`config.mk`:
```
export PLATFORM = sky130hd
export DESIGN_NAME = tia4_regs
export DESIGN_NICKNAME = d
export VERILOG_FILES = /design/src/tia4_pkg.sv /design/src/tia4_ctrl_if.sv /design/src/tia4_regs.sv /design/src/tia4_decode.sv
export VERILOG_INCLUDE_DIRS = /design/src /design/src/src
export SDC_FILE = /design/constraint.sdc
export NUM_CORES = 1
export LEC_CHECK = 0
export ABC_AREA = 1
export BUFFER_PORTS_ARGS = -buffer_cell sky130_fd_sc_hd__clkbuf_2
export CORE_MARGIN = 2
export CORE_UTILIZATION = 50
export DETAILED_ROUTE_END_ITERATION = 10
export GPL_ROUTABILITY_DRIVEN = 0
export HOLD_SLACK_MARGIN = 0.03
export PLACE_DENSITY = 0.78
export SLEW_MARGIN = 20
export SYNTH_ARGS = -nofsm -noshare
export SYNTH_HDL_FRONTEND = slang
export SYNTH_SLANG_ARGS = --single-unit
```
`constraint.sdc`:
```
create_clock -name core_clk_in -period 1.9 [get_ports core_clk_in]
set_input_delay 0.095 -clock core_clk_in [delete_from_list [all_inputs] [get_ports core_clk_in]]
set_output_delay 0.095 -clock core_clk_in [all_outputs]
set_load 0.03 [all_outputs]
```
`src/tia4_params.svh`:
```
`ifndef TIA4_PARAMS_SVH
`define TIA4_PARAMS_SVH

// ----------------------------------------------------------------
// register map
// ----------------------------------------------------------------
`define TIA4_ADDR_SWING_RATE 8'h13
`define TIA4_ADDR_THR_GAIN   8'h14
`define TIA4_REG_RESET       8'h00
`define TIA4_UNMAPPED_DATA   8'h00

// ----------------------------------------------------------------
// swing/rate fields
// ----------------------------------------------------------------
`define TIA4_RATE_HI         7
`define TIA4_RATE_LO         4
`define TIA4_SWING_HI        3
`define TIA4_SWING_LO        0
`define TIA4_SWING_300MV     4'h6
`define TIA4_RATE_DEFAULT    4'h0
`define TIA4_SWING_DEFAULT   4'h0

// ----------------------------------------------------------------
// threshold/gain fields
// ----------------------------------------------------------------
`define TIA4_POWER_DOWN_BIT  7
`define TIA4_BUFFER_OFF_BIT  6
`define TIA4_GAIN_HI         5
`define TIA4_GAIN_LO         4
`define TIA4_SHIFT_HI        3
`define TIA4_SHIFT_LO        0
`define TIA4_SHIFT_SIGN_BIT  3
`define TIA4_SHIFT_MAG_HI    2
`define TIA4_GAIN_CODE_DEF   2'h0
`define TIA4_GAIN_CODE_RSVD  2'h1
`define TIA4_GAIN_CODE_MED   2'h2
`define TIA4_GAIN_CODE_MIN   2'h3
`define TIA4_SHIFT_ZERO      3'h0
`define TIA4_SHIFT_ONE       3'h1

// ----------------------------------------------------------------
// pad-mode settings
// ----------------------------------------------------------------
`define TIA4_PAD_SWING_HI    4'h6
`define TIA4_PAD_SWING_LO    4'h3
`define TIA4_PAD_RATE_HI     4'hf
`define TIA4_PAD_RATE_LO     4'h0

`endif

```
`src/tia4_pkg.sv`:
```
package tia4_pkg;

	// ----------------------------------------------------------------
	// gain step, one-hot
	// ----------------------------------------------------------------
	typedef enum logic [2:0] {
		TIA4_GAIN_DEFAULT = 3'h1,
		TIA4_GAIN_MEDIUM  = 3'h2,
		TIA4_GAIN_MINIMUM = 3'h4
	} tia4_gain_t;

endpackage : tia4_pkg

```
`src/tia4_ctrl_if.sv`:
```
// threshold/gain byte out, decoded fields back
interface tia4_ctrl_if;
	import tia4_pkg::*;

	logic [7:0] thr_gain;
	logic       power_down;
	logic       buffer_off;
	tia4_gain_t gain;
	logic       gain_reserved;
	logic [2:0] shift_mag;
	logic       shift_neg;

	modport src (output thr_gain, input power_down, buffer_off, gain, gain_reserved,
		shift_mag, shift_neg);
	modport dec (input thr_gain, output power_down, buffer_off, gain, gain_reserved,
		shift_mag, shift_neg);

endinterface : tia4_ctrl_if

```
`src/tia4_regs.sv`:
```
`include "tia4_params.svh"

// Functional notes
// RULE1 - upper nibble of swing/rate register trims bandwidth; zero is default
// RULE2 - lower nibble of swing/rate register holds the swing code, read/write
// RULE3 - writing 0110 to the swing code selects the 300 mVpp level
// RULE4 - threshold/gain bit 7 set powers down channel four
// RULE5 - threshold/gain bit 6 set switches off the output buffer
// RULE6 - gain field: 00 default, 10 medium, 11 minimum
// RULE7 - host never writes gain code 01, it is reserved
// RULE8 - threshold nibble is sign-magnitude shift; 0000 and 1000 mean none
// RULE9 - threshold/gain register at 14h, resets to zero, all fields read/write
// RULE10 - swing/rate register fields read/write, clear to zero at reset
// RULE11 - select pad high: settings come from the registers, pads ignored
// RULE12 - swing/rate register sits at address 13h
// RULE13 - select pad low: settings come from the control pads
module tia4_regs
	import tia4_pkg::*;
#(
	parameter int ADDR_W = 8
) (
	input  wire logic              core_clk_in,
	input  wire logic              resetn_in,
	input  wire logic              reg_wr_in,
	input  wire logic              reg_rd_in,
	input  wire logic [ADDR_W-1:0] reg_addr_in,
	input  wire logic [7:0]        reg_wdata_in,
	output logic      [7:0]        reg_rdata_out,
	output logic                   reg_rvalid_out,
	input  wire logic              two_wire_select_pad_in,
	input  wire logic              swing_select_pad_in,
	input  wire logic              rate_select_pad_in,
	input  wire logic              gain_select_pad_in,
	input  wire logic              threshold_select_pad_in,
	output logic      [3:0]        bw_trim_code_out,
	output logic      [3:0]        swing_code_out,
	output logic                   power_down_out,
	output logic                   buffer_off_out,
	output tia4_gain_t             gain_step_out,
	output logic                   gain_code_reserved_out,
	output logic      [2:0]        crosspoint_shift_mag_out,
	output logic                   crosspoint_shift_neg_out
);

	// ----------------------------------------------------------------
	// elaboration check
	// ----------------------------------------------------------------
	if (ADDR_W < 5 || ADDR_W > 8) begin : g_bad_addr_w
		$error("tia4_regs: ADDR_W must be 5 to 8");
	end

	localparam logic [ADDR_W-1:0] ADDR_SWING = ADDR_W'(`TIA4_ADDR_SWING_RATE);
	localparam logic [ADDR_W-1:0] ADDR_THG   = ADDR_W'(`TIA4_ADDR_THR_GAIN);

	// ----------------------------------------------------------------
	// field decoder
	// ----------------------------------------------------------------
	tia4_ctrl_if ctrl ();

	tia4_decode u_decode (
		.ctrl (ctrl.dec)
	);

	// ----------------------------------------------------------------
	// register bank state
	// ----------------------------------------------------------------
	logic [7:0] swing_rate_r;
	logic [7:0] swing_rate_nxt;
	logic [7:0] thr_gain_r;
	logic [7:0] thr_gain_nxt;
	logic [7:0] rdata_r;
	logic [7:0] rdata_nxt;
	logic       rvalid_r;
	logic       rvalid_nxt;
	logic       hit_swing;
	logic       hit_thg;

	assign ctrl.thr_gain  = thr_gain_r;
	assign hit_swing      = (reg_addr_in == ADDR_SWING); // RULE12
	assign hit_thg        = (reg_addr_in == ADDR_THG); // RULE9
	assign reg_rdata_out  = rdata_r;
	assign reg_rvalid_out = rvalid_r;

	// write and read-back next values; reads see the value before a same-cycle write
	always_comb begin
		swing_rate_nxt = swing_rate_r;
		thr_gain_nxt   = thr_gain_r;
		rdata_nxt      = rdata_r;
		rvalid_nxt     = reg_rd_in;
		if (reg_wr_in && hit_swing) begin
			swing_rate_nxt = reg_wdata_in; // RULE2
		end
		if (reg_wr_in && hit_thg) begin
			thr_gain_nxt = reg_wdata_in; // RULE9
		end
		if (reg_rd_in) begin
			if (hit_swing) begin
				rdata_nxt = swing_rate_r; // RULE10
			end else if (hit_thg) begin
				rdata_nxt = thr_gain_r; // RULE9
			end else begin
				rdata_nxt = `TIA4_UNMAPPED_DATA;
			end
		end
	end

	// register bank flops, all clear at reset
	always_ff @(posedge core_clk_in) begin
		if (!resetn_in) begin
			swing_rate_r <= `TIA4_REG_RESET; // RULE10
			thr_gain_r   <= `TIA4_REG_RESET; // RULE9
			rdata_r      <= `TIA4_REG_RESET;
			rvalid_r     <= 1'b0;
		end else begin
			swing_rate_r <= swing_rate_nxt;
			thr_gain_r   <= thr_gain_nxt;
			rdata_r      <= rdata_nxt;
			rvalid_r     <= rvalid_nxt;
		end
	end

	// ----------------------------------------------------------------
	// applied channel settings
	// ----------------------------------------------------------------
	logic [3:0] bw_r;
	logic [3:0] bw_nxt;
	logic [3:0] swing_r;
	logic [3:0] swing_nxt;
	logic       down_r;
	logic       down_nxt;
	logic       mute_r;
	logic       mute_nxt;
	tia4_gain_t gain_r;
	tia4_gain_t gain_nxt;
	logic       rsvd_r;
	logic       rsvd_nxt;
	logic [2:0] mag_r;
	logic [2:0] mag_nxt;
	logic       neg_r;
	logic       neg_nxt;

	// register control or pad control, picked by the select pad
	always_comb begin
		if (two_wire_select_pad_in) begin
			bw_nxt    = swing_rate_r[`TIA4_RATE_HI:`TIA4_RATE_LO]; // RULE1 RULE11
			swing_nxt = swing_rate_r[`TIA4_SWING_HI:`TIA4_SWING_LO]; // RULE2 RULE3
			down_nxt  = ctrl.power_down; // RULE4
			mute_nxt  = ctrl.buffer_off; // RULE5
			gain_nxt  = ctrl.gain; // RULE6
			rsvd_nxt  = ctrl.gain_reserved;
			mag_nxt   = ctrl.shift_mag; // RULE8
			neg_nxt   = ctrl.shift_neg; // RULE8
		end else begin
			// pads drive rate, swing, gain and shift size; power down, mute, reserved flag and sign held low
			bw_nxt    = rate_select_pad_in ? `TIA4_PAD_RATE_HI : `TIA4_PAD_RATE_LO; // RULE13
			swing_nxt = swing_select_pad_in ? `TIA4_PAD_SWING_HI
				: `TIA4_PAD_SWING_LO; // RULE13
			down_nxt  = 1'b0;
			mute_nxt  = 1'b0;
			gain_nxt  = gain_select_pad_in ? TIA4_GAIN_MEDIUM : TIA4_GAIN_DEFAULT; // RULE13
			rsvd_nxt  = 1'b0;
			mag_nxt   = threshold_select_pad_in ? `TIA4_SHIFT_ONE : `TIA4_SHIFT_ZERO; // RULE13
			neg_nxt   = 1'b0;
		end
	end

	// applied settings flops
	always_ff @(posedge core_clk_in) begin
		if (!resetn_in) begin
			bw_r    <= `TIA4_RATE_DEFAULT;
			swing_r <= `TIA4_SWING_DEFAULT;
			down_r  <= 1'b0;
			mute_r  <= 1'b0;
			gain_r  <= TIA4_GAIN_DEFAULT;
			rsvd_r  <= 1'b0;
			mag_r   <= `TIA4_SHIFT_ZERO;
			neg_r   <= 1'b0;
		end else begin
			bw_r    <= bw_nxt;
			swing_r <= swing_nxt;
			down_r  <= down_nxt;
			mute_r  <= mute_nxt;
			gain_r  <= gain_nxt;
			rsvd_r  <= rsvd_nxt;
			mag_r   <= mag_nxt;
			neg_r   <= neg_nxt;
		end
	end

	assign bw_trim_code_out         = bw_r;
	assign swing_code_out           = swing_r;
	assign power_down_out           = down_r;
	assign buffer_off_out           = mute_r;
	assign gain_step_out            = gain_r;
	assign gain_code_reserved_out   = rsvd_r;
	assign crosspoint_shift_mag_out = mag_r;
	assign crosspoint_shift_neg_out = neg_r;
endmodule : tia4_regs

```
`src/tia4_decode.sv`:
```
`include "tia4_params.svh"

// splits the threshold/gain byte into its controls
module tia4_decode
	import tia4_pkg::*;
(
	tia4_ctrl_if.dec ctrl
);

	// ----------------------------------------------------------------
	// field decode
	// ----------------------------------------------------------------
	logic [1:0] gain_code;
	logic [3:0] shift_code;

	always_comb begin
		gain_code          = ctrl.thr_gain[`TIA4_GAIN_HI:`TIA4_GAIN_LO];
		shift_code         = ctrl.thr_gain[`TIA4_SHIFT_HI:`TIA4_SHIFT_LO];
		ctrl.power_down    = ctrl.thr_gain[`TIA4_POWER_DOWN_BIT]; // RULE4
		ctrl.buffer_off    = ctrl.thr_gain[`TIA4_BUFFER_OFF_BIT]; // RULE5
		ctrl.gain_reserved = (gain_code == `TIA4_GAIN_CODE_RSVD);
		// reserved code falls back to default gain
		case (gain_code)
			`TIA4_GAIN_CODE_MED: begin
				ctrl.gain = TIA4_GAIN_MEDIUM; // RULE6
			end
			`TIA4_GAIN_CODE_MIN: begin
				ctrl.gain = TIA4_GAIN_MINIMUM; // RULE6
			end
			default: begin
				ctrl.gain = TIA4_GAIN_DEFAULT; // RULE6
			end
		endcase
		// sign-magnitude shift; both zero codes give no shift
		ctrl.shift_mag = shift_code[`TIA4_SHIFT_MAG_HI:`TIA4_SHIFT_LO]; // RULE8
		ctrl.shift_neg = shift_code[`TIA4_SHIFT_SIGN_BIT]
			&& (shift_code[`TIA4_SHIFT_MAG_HI:`TIA4_SHIFT_LO] != `TIA4_SHIFT_ZERO); // RULE8
	end

endmodule : tia4_decode

```
==> flow_metrics.env <==
export IMPL_fp_row_count=21
export IMPL_cts_htree_levels=2
export IMPL_cp_arrival_ns=1.63
export IMPL_final_setup_tns_ns=0
export IMPL_holdCritPathClass="in2reg"
export IMPL_yosysSeqAreaShare_pct=49.50
export IMPL_grt_pass1_vias=1482
export IMPL_period_share_pct=72.66
export IMPL_vias=1572
export IMPL_seq_area_um2=860.8
export IMPL_power_leakage_nw=1.172
export IMPL_syn_nets=262
export IMPL_tightestPinTransition_ns=0.4468
export IMPL_ys_ff_latch=43
export IMPL_grt_util_met3_pct=3.964
export IMPL_area_growth_syn_to_layout_pct=28.06
export IMPL_final_cell_mix="61 x nor2_1, 53 x nand2_1, 51 x clkbuf_2"
export IMPL_reg2reg_depth=3
export IMPL_detail_route_wirelength_um=3617
export IMPL_busiest_layer="met2"
export IMPL_hold_buffers=13
export IMPL_hp_start="rate_select_pad_in"
export IMPL_timing_final_ws_setup_ns=0.5194
export IMPL_reg2reg_to="swing_code_out[0]"
export IMPL_multiInputGateArea_um2=701.9
export IMPL_post_drt_wl_per_cell_um=10.42
export IMPL_dp_cells=326
export IMPL_fp_dieW_um=62.98
export IMPL_core_area_um2=3337
export IMPL_final_common_cell="nor2_1"
export IMPL_path_clk_slew_ns=0.12
export IMPL_min_path_cells=3
export IMPL_dp_hpwl_um=2461
export IMPL_whs_ns=0.09482
export IMPL_cts_resized=0
export IMPL_fmax_mhz=724.3
export IMPL_initial_core_util_pct=52.12
export IMPL_overflow=0
export IMPL_design_area_um2=2227
export IMPL_place_port_buffers=51
export IMPL_grt_first_pass_wirelength_um=6285
export IMPL_io_pins=52
export IMPL_drcViolationCount=0
export IMPL_skew_ns=0.01111
export IMPL_grt_use_met1_pct=24.26
export IMPL_status="finished clean"
export IMPL_dp_worst_setup_slack_ns=0.6960
export IMPL_worstPathRequired_ns=2.15
export IMPL_fin_cells=347
export IMPL_root_buffer="clkbuf_4"
export IMPL_grt_setup_unrepaired="false"
export IMPL_antenna_found_initial=0
export IMPL_rr_startpoint="swing_rate_r[0]"
export IMPL_path_max_fanout=6
export IMPL_powerDensity_nw_per_um2=812.0
export IMPL_slew_violations=0
export IMPL_antennaDiodeCount=0
export IMPL_path_class="in2reg"
export IMPL_antenna_left=0
export IMPL_drt_initial_drc_count=117
export IMPL_layout_drive_gt1_share_pct=23.26
export IMPL_syn_cell_area_um2=1739
export IMPL_slew_headroom_pct=70.14
export IMPL_hold_viol_final=0
export IMPL_ff2ff_setup_slack_ns=0.76
export IMPL_yosysWarnings=0
export IMPL_chipHeight_um=62.98
export IMPL_peakVddDrop_mv=0.4202
export IMPL_postPlaceCellArea_um2=1996
export IMPL_grtUsageMet2_pct=34.44
export IMPL_hold_end="bw_trim_code_out[0]"
export IMPL_drt_first_pass_iters=4
export IMPL_avgViaCountPerCell=4.530
export IMPL_total_power_mw=1.808
export IMPL_postCtsSetupRepairBufs=0
export IMPL_fillers=305
export IMPL_cts_max_path_buffers=2
export IMPL_worstSkewPairLatency_ns=0.36
export IMPL_postLayoutCoreUtil_pct=66.74
export IMPL_fin_nets=325
export IMPL_cts_sinks=43
export IMPL_grt_usage_pct=20.37
export IMPL_numCtsBuffers=5
export IMPL_start_kind="input port"
export IMPL_grt_max_degree=27
export IMPL_min_period_ns=1.381
export IMPL_dieArea_um2=3966
export IMPL_postSynthCellCount=237
export IMPL_syn_area_per_cell_um2=7.338
export IMPL_cts_tree="yes"
export IMPL_crit_start="two_wire_select_pad_in"
export IMPL_cp_end_kind="register"
export IMPL_setup_violations=0
export IMPL_maxCapViolCount=0
export IMPL_ys_types=20
-- cells in the mapped netlist --
master | number | area share (%)
buf_4 | 1 | 0.43
nand2_4 | 1 | 0.65
nor2_1 | 61 | 13
nor2_8 | 1 | 1.2
buf_6 | 3 | 1.9
nor2_4 | 2 | 1.3
nand2_2 | 4 | 1.4
nand2_1 | 53 | 11
a311oi_1 | 1 | 0.50
buf_2 | 3 | 0.86
inv_2 | 1 | 0.22
nor3_1 | 2 | 0.58
o21ai_0 | 14 | 4.0
nand3_4 | 2 | 2.0
o22ai_1 | 1 | 0.36
a21oi_1 | 4 | 1.2
clkbuf_1 | 2 | 0.43
inv_1 | 29 | 6.3
nand3_1 | 9 | 2.6
dfxtp_1 | 43 | 49
-- cell families (layout without fill, tap and decap cells) --
group                  after synthesis  in the layout  share of synthesized area, %
flip-flops                          43             43                         49.50
AO/OA/AOI/OAI                       20             20                         6.044
buffers and inverters               39            103                         10.14
AND/OR/NAND/NOR                    135            135                         34.32
-- layout make-up --
| type | instances | share of cell area [%] |
|---|---|---|
| inverters | 30 | 5.056 |
| clock inverters | 2 | 2.697 |
| well taps | 46 | 2.584 |
| flip-flops and latches | 43 | 38.65 |
| repair buffers | 65 | 17.64 |
| clock buffers | 6 | 1.854 |
| multi-input cells | 155 | 31.52 |
-- worst max path at each step --
stage,endpoint,slack (ns),cells after the start
global placement,swing_rate_r[5],0.71,7
CTS,swing_code_out[0],0.54,7
detailed placement,swing_rate_r[5],0.70,8
finish,swing_code_out[0],0.52,7
floorplan,reg_rdata_out[4],0.96,9
global route,swing_code_out[0],0.40,7
-- power by group --
group          internal, mW  total (mW)  switching, mW
logic                0.0677       0.180          0.112
registers             0.921       0.928        0.00728
clock network         0.411       0.700          0.289
total                  1.40        1.81          0.409
-- sequential cells by signal, summed over array words and instances, names as in the netlist, 3 cells and up --
signal	flops
swing_rate_r	8
bw_trim_code_out	4
swing_code_out	4
crosspoint_shift_mag_out	3
ctrl.thr_gain	8
reg_rdata_out	8
gain_step_out	3
-- worst max-delay path: stages --
cell and delay (ns):
dlygate4sd3_1 0.54, clkbuf_2 0.15, inv_1 0.12, nand2_1 0.08, nand2_1 0.06, a21oi_1 0.04
dlygate4sd3_1 0.54
-- metal layers --
layer / part of all wire [%] / vias up
li1: - / 835
met1: 45 / 695
met2: 50 / 38
met3: 4.7 / 4
met4: 0.55 / 0
met5: 0 / -
(Power assumes the default switching activity.)
